### config.mk
export PLATFORM = sky130hd
export DESIGN_NAME = tpcds_core
export DESIGN_NICKNAME = d
export VERILOG_FILES = /design/src/design/tpcds_core.v
export VERILOG_INCLUDE_DIRS = /design/src /design/src/design
export SDC_FILE = /design/constraint.sdc
export NUM_CORES = 1
export LEC_CHECK = 0
export ABC_AREA = 1
export BUFFER_PORTS_ARGS = -buffer_cell sky130_fd_sc_hd__buf_2
export CAP_MARGIN = 40
export CELL_PAD_IN_SITES_DETAIL_PLACEMENT = 1
export CELL_PAD_IN_SITES_GLOBAL_PLACEMENT = 2
export CORE_MARGIN = 2
export CORE_UTILIZATION = 27
export CTS_BUF_LIST = sky130_fd_sc_hd__clkbuf_4
export CTS_CLUSTER_DIAMETER = 150
export DETAILED_ROUTE_END_ITERATION = 8
export PLACE_DENSITY_LB_ADDON = 0.2
export SLEW_MARGIN = 20
export SYNTH_ARGS = -nofsm -noshare
export SYNTH_HDL_FRONTEND = slang
export SYNTH_SLANG_ARGS = --single-unit
### constraint.sdc
create_clock -name clk -period 2.65 [get_ports clk]
set_input_delay 0 -clock clk [delete_from_list [all_inputs] [get_ports clk]]
set_output_delay 0 -clock clk [all_outputs]
set_load 0.1 [all_outputs]
### src/design/tpcds_regs.vh
// register offsets, field positions and reset values of the touch preprocessor bank
// assumes word-wide registers on a 32-bit bus; byte address is four times the index
`ifndef TPCDS_REGS_VH
`define TPCDS_REGS_VH

// register indices
`define TPCDS_IDX_PRECFG 6'h0e
`define TPCDS_IDX_CFNSTAT 6'h0f
`define TPCDS_IDX_DEVSTAT 6'h10
`define TPCDS_IDX_IRQSTAT 6'h11
`define TPCDS_IDX_IRQMASK 6'h12

// preprocessor_config fields
`define TPCDS_CFG_FMT 15
`define TPCDS_CFG_SRC 14
`define TPCDS_CFG_M_HI 13
`define TPCDS_CFG_M_LO 12
`define TPCDS_CFG_W_HI 11
`define TPCDS_CFG_W_LO 10
`define TPCDS_CFG_FILTER_ENABLE_PER_MEASURE_HI 4
`define TPCDS_CFG_FILTER_ENABLE_PER_MEASURE_LO 1
`define TPCDS_CFG_RESET 16'h0000

// converter_function_status fields
`define TPCDS_CFN_DRV_HI 15
`define TPCDS_CFN_DRV_LO 13
`define TPCDS_CFN_RUN_HI 8
`define TPCDS_CFN_RUN_LO 0
`define TPCDS_CFN_RESET 16'h0000
`define TPCDS_RUN_COUNT 4'h9

// device status fields
`define TPCDS_DEV_DAV_HI 4
`define TPCDS_DEV_DAV_LO 0
`define TPCDS_DEV_BUSY 5
`define TPCDS_DEV_PEN 6

// interrupt status and mask fields
`define TPCDS_IRQ_DAV 0
`define TPCDS_IRQ_DONE 1
`define TPCDS_IRQ_PEN 2
`define TPCDS_IRQ_WIDTH 3
`define TPCDS_IRQ_RESET 3'h0

// ahb encodings
`define TPCDS_HTRANS_NONSEQ 2'h2
`define TPCDS_HTRANS_SEQ 2'h3
`define TPCDS_HSIZE_WORD 3'h2

`endif

### src/design/tpcds_core.v
// touch preprocessor config, converter function status and driver status bank
// assumes an ahb-lite master on clk and converter control logic on the same clock
//
// Contract
// - format bit 0 puts pen-touch and data-available AND onto shared pin, 1 pen only
// - source bit 1 puts data-available on shared pin, else format bit decides
// - pen touch and data available both appear active low on shared pin
// - converter busy and matching data-available stay busy until filtering completes
// - all-zero filter parameter fields bypass the preprocessor, raw results pass
// - both two-bit filter fields read back as written, reset to 00
// - four-bit per-measurement filter enable, reset zero, applies filter per type
// - horizontal driver bit reads 1 while both x plate drivers are on
// - vertical driver bit reads 1 while both y plate drivers are on
// - top driver bit reads 1 while y positive and x negative drivers are on
// - driver bits clear on function done, stop, pin reset or software reset
// - function status register at index f, resets zero, read only, reserved zero
// - running flag x set while function code x runs, cleared on done, stop, reset
// - data-available bit sets on store of its type, holds until host reads it
//
// Implementation choice: the AHB-Lite register port.
`include "tpcds_regs.vh"
`default_nettype none

module tpcds_core #(
    parameter DAV_COUNT = 5
) (
    input wire clk,
    input wire rst,
    input wire hsel,
    input wire [31:0] haddr,
    input wire [1:0] htrans,
    input wire hwrite,
    input wire [2:0] hsize,
    input wire [31:0] hwdata,
    input wire hready,
    output reg hreadyout,
    output reg hresp,
    output reg [31:0] hrdata,
    input wire swReset,
    input wire convStop,
    input wire funcStart,
    input wire [3:0] funcCode,
    input wire funcDone,
    input wire drvXPos,
    input wire drvXNeg,
    input wire drvYPos,
    input wire drvYNeg,
    input wire penTouch,
    input wire filterBusy,
    input wire dataStore,
    input wire [2:0] dataStoreType,
    input wire dataRead,
    input wire [2:0] dataReadType,
    output reg sharedTouchDataPin,
    output reg convBusy,
    output reg preprocBypass,
    output reg [3:0] filterApply,
    output reg irq
);

    localparam ST_IDLE = 2'b01;
    localparam ST_DATA = 2'b10;

    reg [1:0] busState;
    reg [5:0] dataIdx;
    reg dataWrite;

    reg pinFormatSelect;
    reg pinSourceSelect;
    reg [1:0] filterM;
    reg [1:0] filterW;
    reg [3:0] filterEnablePerMeasure;

    reg [2:0] driverOnStatus;
    reg [8:0] runningFunctionFlags;
    reg [DAV_COUNT-1:0] dataAvailableFlag;
    reg [DAV_COUNT-1:0] davPending;
    reg [`TPCDS_IRQ_WIDTH-1:0] irqStatus;
    reg [`TPCDS_IRQ_WIDTH-1:0] irqMask;
    reg penPrev;

    wire anyReset;
    wire takeReq;
    wire stopNow;
    wire filterOn;
    wire penIrqN;
    wire davN;
    wire [DAV_COUNT-1:0] storeMask;
    wire [DAV_COUNT-1:0] readMask;
    wire [DAV_COUNT-1:0] davRise;
    wire [`TPCDS_IRQ_WIDTH-1:0] irqEvents;
    wire [`TPCDS_IRQ_WIDTH-1:0] irqClear;
    wire [15:0] cfgWord;
    wire [15:0] cfnWord;
    wire [15:0] devWord;
    wire [5:0] addrIdx;

    reg [8:0] next_running;
    reg [2:0] next_driver;
    reg [DAV_COUNT-1:0] next_dav;
    reg [DAV_COUNT-1:0] next_pending;
    reg next_pin;
    reg [31:0] next_rdata;

    // one-hot mask of a measurement type
    function [DAV_COUNT-1:0] typeMask;
        input [2:0] t;
        integer i;
        begin
            typeMask = {DAV_COUNT{1'b0}};
            for (i = 0; i < DAV_COUNT; i = i + 1) begin
                if (t == i[2:0]) begin
                    typeMask[i] = 1'b1;
                end
            end
        end
    endfunction

    assign anyReset = rst | swReset;
    assign stopNow = funcDone | convStop;
    assign takeReq = hsel & hready & htrans[1];
    assign addrIdx = haddr[7:2];
    assign filterOn = (filterM != 2'h0) | (filterW != 2'h0);
    assign storeMask = dataStore ? typeMask(dataStoreType) : {DAV_COUNT{1'b0}};
    assign readMask = dataRead ? typeMask(dataReadType) : {DAV_COUNT{1'b0}};
    assign davRise = next_dav & ~dataAvailableFlag;
    assign penIrqN = ~penTouch;
    assign davN = ~(|dataAvailableFlag);

    assign cfgWord = {pinFormatSelect, pinSourceSelect, filterM, filterW, 5'h00,
                      filterEnablePerMeasure, 1'b0};
    assign cfnWord = {driverOnStatus, 4'h0, runningFunctionFlags};
    assign devWord = {9'h000, penTouch, convBusy, dataAvailableFlag[4:0]};

    assign irqEvents = {penTouch & ~penPrev, funcDone, |davRise};
    assign irqClear = (dataWrite && dataIdx == `TPCDS_IDX_IRQSTAT) ?
                      hwdata[`TPCDS_IRQ_WIDTH-1:0] : {`TPCDS_IRQ_WIDTH{1'b0}};

    // running function flags
    always @* begin
        next_running = runningFunctionFlags;
        if (stopNow) begin
            next_running = 9'h000;
        end else if (funcStart) begin
            next_running = 9'h000;
            if (funcCode < `TPCDS_RUN_COUNT) begin
                next_running[funcCode] = 1'b1;
            end
        end
    end

    // driver status from plate drivers
    always @* begin
        next_driver = 3'h0;
        if (!stopNow) begin
            next_driver[0] = drvXPos & drvXNeg;
            next_driver[1] = drvYPos & drvYNeg;
            next_driver[2] = drvYPos & drvXNeg;
        end
    end

    // data available set, held while filtering, cleared by host read
    always @* begin
        next_pending = davPending;
        next_dav = dataAvailableFlag & ~readMask;
        if (filterOn && filterBusy) begin
            next_pending = davPending | storeMask;
        end else begin
            next_dav = next_dav | storeMask | davPending;
            next_pending = {DAV_COUNT{1'b0}};
        end
    end

    // shared pin selection
    always @* begin
        if (pinSourceSelect) begin
            next_pin = davN;
        end else if (pinFormatSelect) begin
            next_pin = penIrqN;
        end else begin
            next_pin = penIrqN & davN;
        end
    end

    // read data mux
    always @* begin
        next_rdata = 32'h00000000;
        case (addrIdx)
            `TPCDS_IDX_PRECFG: begin
                next_rdata = {16'h0000, cfgWord};
            end
            `TPCDS_IDX_CFNSTAT: begin
                next_rdata = {16'h0000, cfnWord};
            end
            `TPCDS_IDX_DEVSTAT: begin
                next_rdata = {16'h0000, devWord};
            end
            `TPCDS_IDX_IRQSTAT: begin
                next_rdata = {29'h00000000, irqStatus};
            end
            `TPCDS_IDX_IRQMASK: begin
                next_rdata = {29'h00000000, irqMask};
            end
            default: begin
                next_rdata = 32'h00000000;
            end
        endcase
    end

    // ahb-lite slave, zero wait states
    always @(posedge clk) begin
        if (rst) begin
            busState <= ST_IDLE;
            dataIdx <= 6'h00;
            dataWrite <= 1'b0;
            hreadyout <= 1'b0;
            hresp <= 1'b0;
            hrdata <= 32'h00000000;
        end else begin
            hreadyout <= 1'b1;
            hresp <= 1'b0;
            case (busState)
                ST_IDLE: begin
                    dataWrite <= takeReq & hwrite;
                    dataIdx <= addrIdx;
                    if (takeReq) begin
                        busState <= ST_DATA;
                        if (!hwrite) begin
                            hrdata <= next_rdata;
                        end
                    end
                end
                ST_DATA: begin
                    dataWrite <= takeReq & hwrite;
                    dataIdx <= addrIdx;
                    if (takeReq) begin
                        if (!hwrite) begin
                            hrdata <= next_rdata;
                        end
                    end else begin
                        busState <= ST_IDLE;
                    end
                end
                default: begin
                    busState <= ST_IDLE;
                    dataWrite <= 1'b0;
                end
            endcase
        end
    end

    // configuration and interrupt mask registers
    always @(posedge clk) begin
        if (anyReset) begin
            pinFormatSelect <= 1'b0;
            pinSourceSelect <= 1'b0;
            filterM <= 2'h0;
            filterW <= 2'h0;
            filterEnablePerMeasure <= 4'h0;
            irqMask <= `TPCDS_IRQ_RESET;
        end else if (dataWrite) begin
            if (dataIdx == `TPCDS_IDX_PRECFG) begin
                pinFormatSelect <= hwdata[`TPCDS_CFG_FMT];
                pinSourceSelect <= hwdata[`TPCDS_CFG_SRC];
                filterM <= hwdata[`TPCDS_CFG_M_HI:`TPCDS_CFG_M_LO];
                filterW <= hwdata[`TPCDS_CFG_W_HI:`TPCDS_CFG_W_LO];
                filterEnablePerMeasure <= hwdata[`TPCDS_CFG_FILTER_ENABLE_PER_MEASURE_HI:`TPCDS_CFG_FILTER_ENABLE_PER_MEASURE_LO];
            end
            if (dataIdx == `TPCDS_IDX_IRQMASK) begin
                irqMask <= hwdata[`TPCDS_IRQ_WIDTH-1:0];
            end
        end
    end

    // converter status and outputs
    always @(posedge clk) begin
        if (anyReset) begin
            runningFunctionFlags <= 9'h000;
            driverOnStatus <= 3'h0;
            dataAvailableFlag <= {DAV_COUNT{1'b0}};
            davPending <= {DAV_COUNT{1'b0}};
            irqStatus <= `TPCDS_IRQ_RESET;
            penPrev <= 1'b0;
            sharedTouchDataPin <= 1'b1;
            convBusy <= 1'b0;
            preprocBypass <= 1'b1;
            filterApply <= 4'h0;
            irq <= 1'b0;
        end else begin
            runningFunctionFlags <= next_running;
            driverOnStatus <= next_driver;
            dataAvailableFlag <= next_dav;
            davPending <= next_pending;
            irqStatus <= (irqStatus & ~irqClear) | irqEvents;
            penPrev <= penTouch;
            sharedTouchDataPin <= next_pin;
            convBusy <= (|next_running) | (filterOn & filterBusy);
            preprocBypass <= ~filterOn;
            filterApply <= filterOn ? filterEnablePerMeasure : 4'h0;
            irq <= |(((irqStatus & ~irqClear) | irqEvents) & irqMask);
        end
    end

endmodule

`default_nettype wire

Word-level counts from Yosys, hierarchy flattened
Cells that the tools add are included.

cells by class
  add/sub/neg operators = 0
  multipliers = 0
  div/mod/pow operators = 0
  order comparisons = 3
  eq/ne operators = 20
  shift operators = 0
  mux-type cells = 26
  bitwise logic cells = 31
  reductions and logical operators = 20

operator list
  kind                                                                           count
  16-bit case mux with 5 select lines                                            1
  6-bit by 5-bit equality test with 1-bit output (second input constant)         5
  9-bit two-way mux                                                              3
  6-bit by 4-bit equality test with 1-bit output (second input constant)         3
  5-bit two-way mux                                                              3
  5-bit bitwise OR                                                               3
  1-bit two-way mux                                                              14
  3-bit by 2-bit equality test with 1-bit output (second input constant)         4
  5-bit bitwise AND                                                              2
  5-bit inverter                                                                 2
  2-bit OR reduction                                                             5
  5-bit OR reduction                                                             2
  1-bit bitwise AND                                                              9
  9-bit OR reduction                                                             1
  1-bit inverter                                                                 7
  3-bit bitwise AND                                                              2
  3-bit by 1-bit equality test with 1-bit output (second input constant)         2
  3-bit equality test (second input constant)                                    2
  3-bit zero test                                                                2
  2-bit AND reduction                                                            3
  4-bit by 5-bit less-than comparator with 1-bit output (second input constant)  1
  1-bit demux with 4-bit select                                                  1
  4-bit by 1-bit >= comparator with 1-bit output (second input constant)         1
  4-bit less-than comparator (second input constant)                             1
  13 further kinds                                                               21

word-level totals
  bits in registers = 89
  latch bits = 0
  memory bits (writable) = 0
  bits in read-only memories = 0
  output and inout port bits = 42
  word-level logic and storage cells = 122
  memories kept = 0

Depth between registers and ports, before layout
Gate-level depths: netlist of run 1.

  depth in word-level cells = 13
  depth in mapped cells = 10
  depth with buffers taken out = 10

Worst setup path after synthesis of run 1
Ideal clock, no wire load.

  path kind = reg2reg
  from = register busState[0]
  to = register hrdata[0]
  setup time = 70 ps
  arrival = 1331 ps
  required time = 2580 ps
  path slack = 1249 ps
  stages on the path, launching flop included = 9
  path buffers = 1
  path through = dfxtp_1 inv_1 ha_1 inv_1 nand3_2 inv_1 buf_4 o21ai_0 a21oi_1

on the way
  longest elaborated chain between the ends = 3
  elaborated cells on any way between the ends = 4

RTL lines
  element                                                                                       line              text
  start, declared                                                                               tpcds_core.v:64   reg [1:0] busState;
  start signal, assigned                                                                        tpcds_core.v:213  busState <= ST_IDLE;
  start signal, assigned                                                                        tpcds_core.v:227  busState <= ST_DATA;
  start signal, assigned                                                                        tpcds_core.v:241  busState <= ST_IDLE;
  2-bit equality test / 2-bit by 1-bit equality test with 1-bit output (equally long branches)  tpcds_core.v:222  case (busState)
  2-bit OR reduction (no line) *                                                                -
  3-bit AND reduction (no line) *                                                               -
  end signal, assigned                                                                          tpcds_core.v:229  hrdata <= next_rdata;
  end signal, assigned                                                                          tpcds_core.v:238  hrdata <= next_rdata;
  end, declared                                                                                 tpcds_core.v:38   output reg [31:0] hrdata,

Mark *: on every way between the ends. The rest lies on a longest branch, timed or not.
A chain may end at the register's enable or synchronous reset.

Final worst setup path of run 1
  from = input dataStoreType[1]
  to = register davPending[2]

on the way
  longest elaborated chain between the ends = 4

RTL lines
  element                                         line              text
  start, declared                                 tpcds_core.v:51   input wire [2:0] dataStoreType,
  3-bit by 2-bit equality test with 1-bit output  tpcds_core.v:112  if (t == i[2:0]) begin
  1-bit two-way mux                               tpcds_core.v:112
  5-bit two-way mux                               tpcds_core.v:124  assign storeMask = dataStore ? typeMask(dataStoreType) : {DAV_COUNT{1'b0}};
  5-bit bitwise OR                                tpcds_core.v:167  next_pending = davPending | storeMask;
  end signal, assigned                            tpcds_core.v:281  davPending <= {DAV_COUNT{1'b0}};
  end signal, assigned                            tpcds_core.v:293  davPending <= next_pending;
  end, declared                                   tpcds_core.v:77   reg [DAV_COUNT-1:0] davPending;

Every way passes these cells.

==> qor.txt, run 1 <==
status: finished with violations
violated checks: design-rule violations
post-DR vias/cell: 4.42
fin area: 0.00432 mm2
die footprint: 0.0128 mm2
compound-cell area share of the yosys netlist: 14.9%
clock net sink count: 72
min Tclk post-route: 2.26 ns
worst-margin pin slew: 0.602 ns
last weighted congestion value of the routability-driven placer: 0.771
Final Util: 37.5%
Final HPWL DP: 7230 um
remaining number of nets flagged by the antenna check after routing: 0
fraction of the mapped netlist area in simple logic gates: 26.6%
worst setup path startpoint: dataStoreType[1]
effective utilization at floorplan: 27.9%
crit share post-route: 85.5%
Final Worst Setup Slack: 0.385 ns
worst path arrival time: 2.64 ns
sort of element at the start of the critical path: input port
first-pass GRT wire length: 16000 um
CTS tree: done
via count of the first global-routing pass: 3355
remaining global-route overflow: 0
total negative slack for setup checks: 0 ns
library cells used by synthesis: 28
overall fraction of global-route tracks in use: 15.9%
class of the most critical hold timing path: in -> reg
count of unresolved DRC violations after routing: 5
path depth of the worst reg2reg path: 9
Setup crit end kind: flip-flop
Synth Cell Area: 0.00321 mm2
post-cts resize count: 0
fraction of the mapped netlist area in adder cells: 0.779%
sequential area share after synthesis: 44.9%
Setup violations, final: 0
number of rows in the core area: 39
Final Hold Fails: 0
TritonCTS buffer count: 9
main combinational cell family by area after synthesis: simple AND/OR/NAND/NOR gates
number of synthesized register bits: 72
post-route total power: 2.18 mW
power density cells: 505 mW/mm2
synthesis-to-layout area growth: 34.3%
Setup CP Type: in -> reg
Max clock buf depth: 2
count of TritonRoute iterations in the first routing pass: 6
normalized max-slew margin: 59.8%
initial antenna violation count: 0
count of final max-slew check failures: 0
RSZ-0062 raised after global routing: false
reg2reg end: hrdata[2]
Cell Area, Placed: 0.00364 mm2
synthesized area per cell: 7.02 um2
worst setup skew after layout: 0.0188 ns
Worst EP required: 3.02 ns
Buffers on Ports: 68
number of warnings printed during yosys synthesis: 0
post-DR wirelength/cell: 13.1 um
# nets final: 682
highest clock frequency the design can meet: 442 MHz
Worst IR Drop VDD: 0.000143 V
hold path depth: 5
placeable core region: 0.0115 mm2
cell leakage power: 1.98 nW
maxcap violations: 0
H-tree levels: 3
total wirelength of the detailed-routed design: 9580 um
multiplexer share of the synthesized area: 0%
antenna cell count: 0
setup slack at placement: 0.818 ns
chip height: 113 um
Post-Synthesis Cells: 458
io pins: 138
R2R setup slack: 0.80 ns
destination of the critical timing path: davPending[2]
post-CTS setup buffer count: 0
Worst-Skew Late Latency: 0.44 ns
width of the die: 113 um
number of DRC violations after detailed-routing iteration 0: 138
highest net fanout along the worst path: 4
CTS Root Cell: sky130_fd_sc_hd__clkbuf_4
Post-Synth XOR/XNOR Area: 0%
share of final-layout standard cells stronger than drive strength 1: 16.3%
maximum number of pins on one net before global-route repair: 20
number of vias after detailed routing: 3232
Worst R2R Start: busState[0]
clock transition at the register clock pins on the worst setup and hold paths after CTS: 0.11 ns
-- cells in the mapped netlist --
cell                       count  area (um2)
sky130_fd_sc_hd__a21oi_1      42         210
sky130_fd_sc_hd__a22oi_1       3        22.5
sky130_fd_sc_hd__a31oi_1       2        12.5
sky130_fd_sc_hd__buf_2         3        15.0
sky130_fd_sc_hd__buf_4        19         143
sky130_fd_sc_hd__clkbuf_1      5        18.8
sky130_fd_sc_hd__clkbuf_2      1        5.00
sky130_fd_sc_hd__clkinv_2      1        5.00
sky130_fd_sc_hd__conb_1        1        3.75
sky130_fd_sc_hd__dfxtp_1      72        1440
sky130_fd_sc_hd__ha_1          2        25.0
sky130_fd_sc_hd__inv_1        60         225
sky130_fd_sc_hd__nand2_1      91         342
sky130_fd_sc_hd__nand2_2       1        6.26
sky130_fd_sc_hd__nand3_1      28         140
sky130_fd_sc_hd__nand3_2       1        10.0
sky130_fd_sc_hd__nand4_1       2        12.5
sky130_fd_sc_hd__nor2_1       70         263
sky130_fd_sc_hd__nor2_2        3        18.8
sky130_fd_sc_hd__nor3_1        2        10.0
sky130_fd_sc_hd__nor3_2        1        10.0
sky130_fd_sc_hd__nor3_4        1        16.3
sky130_fd_sc_hd__nor4_1        2        12.5
sky130_fd_sc_hd__o211a_1       1        10.0
sky130_fd_sc_hd__o211ai_1      5        37.5
sky130_fd_sc_hd__o21ai_0      33         165
sky130_fd_sc_hd__o21ai_1       4        20.0
sky130_fd_sc_hd__or2_2         2        12.5
-- through the flow --
step	hold slack, ns	instances
3_3_place_gp	0.234	662
5_1_grt	0.0553	732
6_report	0.0328	732
4_1_cts	0.00187	732
3_5_place_dp	0.234	662
2_1_floorplan	0.0691	475
-- per-layer routing --
layer	part of all wire [%]	wire, um	global-route usage, %
met3	3.0	288	2.62
met1	47	4510	19.5
met5	0	0	0
met4	1.6	155	6.59
met2	48	4630	27.8
-- registers in the layout, summed over array words and instances, names as in the netlist, 2 cells and up --
name and cells:
dataIdx 6, filterEnablePerMeasure 4, filterApply 4, dataAvailableFlag 5
runningFunctionFlags 9, busState 2, filterW 2, davPending 5
irqMask 3, irqStatus 3, filterM 2, hrdata 15
driverOnStatus 3
-- cell families after synthesis --
kind of cell               Yosys count
DFF                                 72
and+or+nand+nor                    204
AOI/OAI and AO/OA                   90
other                                1
buffers and inverters               89
adders and majority gates            2
-- final cells by class --
cell class              instances  area, um2
clock inverters                 5       47.5
well taps                     143        179
flip-flops and latches         72       1440
multi-input cells             314       1420
inverters                      61        230
clock buffers                  11       82.6
fillers                      1480       7200
repair buffers                126        911
-- timing repair --
| action | 4_1_cts | 5_1_grt |
|---|---|---|
| endpoints found under the setup margin | 0 | 0 |
| hold endpoints to repair | 57 | 0 |
| hold buffers | 54 | 0 |
-- worst max-delay path, stage by stage --
cell,delay (ns)
sky130_fd_sc_hd__dlygate4sd3_1,0.52
sky130_fd_sc_hd__buf_2,0.13
sky130_fd_sc_hd__inv_1,0.04
sky130_fd_sc_hd__nor2_1,0.06
sky130_fd_sc_hd__dlygate4sd3_1,0.55
sky130_fd_sc_hd__nand2_1,0.06
sky130_fd_sc_hd__dlygate4sd3_1,0.57
sky130_fd_sc_hd__a21oi_1,0.14
sky130_fd_sc_hd__dlygate4sd3_1,0.56
-- layout by cell type, fill, tap and decap left out, drive strengths merged, types with 11 or more instances in the layout --
master	n
o21ai	37
conb	18
nand2	92
inv	60
dlygate4sd3	54
a21oi	42
buf	72
nor2	73
clkbuf	11
nand3	29
dfxtp	72
-- power breakdown --
| group | internal, mW | switching [mW] |
|---|---|---|
| Combinational | 0.107 | 0.258 |
| Clock | 0.300 | 0.401 |
| Sequential | 1.10 | 0.00978 |
-- worst min-delay path by stage --
stage               slack [ns]            start                   end
floorplan                 0.07              rst             hrdata[0]
detailed placement        0.23          drvYNeg     driverOnStatus[1]
CTS                      0.002  dataReadType[2]  dataAvailableFlag[2]
global route              0.06          swReset            irqMask[1]
global placement          0.23          drvYNeg     driverOnStatus[1]
finish                    0.03  dataReadType[2]  dataAvailableFlag[2]
(Power assumes the default switching activity.)
==> inputs of run 2 (changes only) <==
--- a/config.mk
+++ b/config.mk
@@ -12,7 +12,7 @@
 export CELL_PAD_IN_SITES_DETAIL_PLACEMENT = 1
 export CELL_PAD_IN_SITES_GLOBAL_PLACEMENT = 2
 export CORE_MARGIN = 2
-export CORE_UTILIZATION = 27
+export CORE_UTILIZATION = 23
 export CTS_BUF_LIST = sky130_fd_sc_hd__clkbuf_4
 export CTS_CLUSTER_DIAMETER = 150
 export DETAILED_ROUTE_END_ITERATION = 8
==> constraint.sdc (replaced) <==
create_clock -name clk -period 2 [get_ports clk]
set_input_delay 0 -clock clk [delete_from_list [all_inputs] [get_ports clk]]
set_output_delay 0 -clock clk [all_outputs]
set_load 0.1 [all_outputs]
==> run 2 against run 1 <==
Effect of this change: wire length is 1.7% higher; global-route usage decreased by 2.1 points; the run now ends clean; count of clock-buffer cells in the layout fell by 2; critical path depth down 4.
==> qor.txt, run 2 (synthesis gave the netlist of run 1 again) <==
register share of total power: 47.2%
remaining global-route overflow: 0
Worst IR Drop VDD: 0.000225 V
master of the slowest instance on the critical path: sky130_fd_sc_hd__dlygate4sd3_1
class of the most critical hold timing path: in -> reg
Final Hold Fails: 0
CTS Root Cell: sky130_fd_sc_hd__clkbuf_4
category of cells accounting for the largest share of critical-path delay: buffers and inverters
overall fraction of global-route tracks in use: 13.8%
die footprint: 0.0149 mm2
fraction of power spent switching nets: 28.6%
width of the die: 122 um
largest registers: hrdata (15), runningFunctionFlags (9), dataIdx (6)
Final Util: 31.8%
Setup violations, final: 0
maxcap violations: 0
number of rows in the core area: 43
highest clock frequency the design can meet: 555 MHz
post-route met1 wirelength: 4650 um
normalized max-slew margin: 60.5%
H-tree levels: 3
number of DRC violations after detailed-routing iteration 0: 107
Setup CP Type: reg -> reg
post-route total power: 3.12 mW
Psw: 0.893 mW
hold path depth: 5
power density cells: 711 mW/mm2
Buffers on Ports: 68
share of power burned in combinational logic: 15.5%
Cells after DPL: 700
via count of the first global-routing pass: 3287
total wirelength of the detailed-routed design: 9750 um
Clock power frac: 37.2%
metal3 WL: 301 um
number of vias after detailed routing: 3203
antenna cell count: 0
number of flip-flops under the largest register name: 15
maximum number of pins on one net before global-route repair: 20
Final HPWL DP: 7560 um
path depth of the worst reg2reg path: 5
initial antenna violation count: 0
post-DR vias/cell: 4.18
post-DR wirelength/cell: 12.7 um
count of non-filler cells in the finished layout: 767
worst path arrival time: 2.19 ns
met2 wire length: 4590 um
worst-margin pin slew: 0.591 ns
chip height: 122 um
count of TritonRoute iterations in the first routing pass: 4
remaining number of nets flagged by the antenna check after routing: 0
count of final max-slew check failures: 0
Max clock buf depth: 2
clock net sink count: 72
cell leakage power: 1.99 nW
Bufs and invs on worst path: 3
status: finished, final reports clean
highest layer used for signal routing: met4
delay of the slowest cell on the worst path: 0.58 ns
first-pass GRT wire length: 15700 um
count of unresolved DRC violations after routing: 0
io pins: 138
critical path cell sequence: inv_1, ha_1, buf_4, nor4_1, dlygate4sd3_1
leading cell types in the layout, fill and taps excluded: sky130_fd_sc_hd__nand2_1 (91), sky130_fd_sc_hd__dfxtp_1 (72), sky130_fd_sc_hd__nor2_1 (70)
Worst EP required: 2.39 ns
most common library cell in the layout ignoring fill and taps: sky130_fd_sc_hd__nand2_1
CTS tree: done
placeable core region: 0.0138 mm2
crit share post-route: 90.1%
synthesis-to-layout area growth: 36.5%
last weighted congestion value of the routability-driven placer: 0.779
RSZ-0062 raised after global routing: false
sort of element at the start of the critical path: flip-flop
worst setup skew after layout: 0.0137 ns
TritonCTS buffer count: 9
share of final-layout standard cells stronger than drive strength 1: 16.5%
Worst-Skew Late Latency: 0.45 ns
cell-internal power: 2.22 mW
min Tclk post-route: 1.80 ns
Setup crit end kind: flip-flop
total negative slack for setup checks: 0 ns
clock transition at the register clock pins on the worst setup and hold paths after CTS: 0.13 ns
largest register by flop count: hrdata
effective utilization at floorplan: 23.3%
# nets final: 680
total number of cells along the worst setup path: 5
highest net fanout along the worst path: 10
run 2: worst reg2reg max path, cell delays in order, from the launching register on:
cell and delay (ns):
sky130_fd_sc_hd__dfxtp_1 0.36, sky130_fd_sc_hd__inv_1 0.06, sky130_fd_sc_hd__ha_1 0.30, sky130_fd_sc_hd__buf_4 0.17, sky130_fd_sc_hd__nor4_1 0.27, sky130_fd_sc_hd__dlygate4sd3_1 0.58
run 2: final timing paths:
kind	startpoint	to	slack, ns
worst max-delay path	busState[0]	dataWrite	0.20
worst min-delay path	swReset	sharedTouchDataPin	0.02
worst max register to register	busState[0]	dataWrite	0.20
worst min register to register	hrdata[5]	hrdata[5]	0.48
run 2: area by class of cell:
class                      instances  area (um2)
inverter                          61         230
timing repair buffer             124         888
fill                            1750        9390
sequential                        72        1440
multi-input combinational        314        1420
tap                              180         225
clock buffer                       9        67.6
clock inverter                     7         110
run 2: what timing repair did:
item,4_1_cts,5_1_grt
setup buffers,0,0
resized for setup,0,0
hold buffers,51,0
hold endpoints to repair,60,0
run 2: power groups by stage:
stage	Sequential [mW]	Combinational, mW	Clock [mW]
2_1_floorplan	1.54	0.305	0
3_3_place_gp	1.51	0.417	0
3_5_place_dp	1.51	0.423	0
4_1_cts	1.47	0.490	1.20
5_1_grt	1.48	0.529	1.26
6_report	1.47	0.484	1.16
run 2: routing by layer:
layer / GRT usage [%] / vias to the layer above
li1: - / 1671
met3: 2.76 / 11
met1: 17.1 / 1472
met4: 6.47 / 0
met5: 0 / -
met2: 23.0 / 49
run 2: stage by stage:
stage	setup WS, ns	instance area (um2)	hold slack [ns]
after detailed placement	0.319	3700	0.243
after CTS	0.204	4390	0.000680
after global routing	0.0573	4390	0.0528
after floorplan	0.599	3280	0.0691
after global placement	0.369	3700	0.237
final	0.199	4390	0.0234
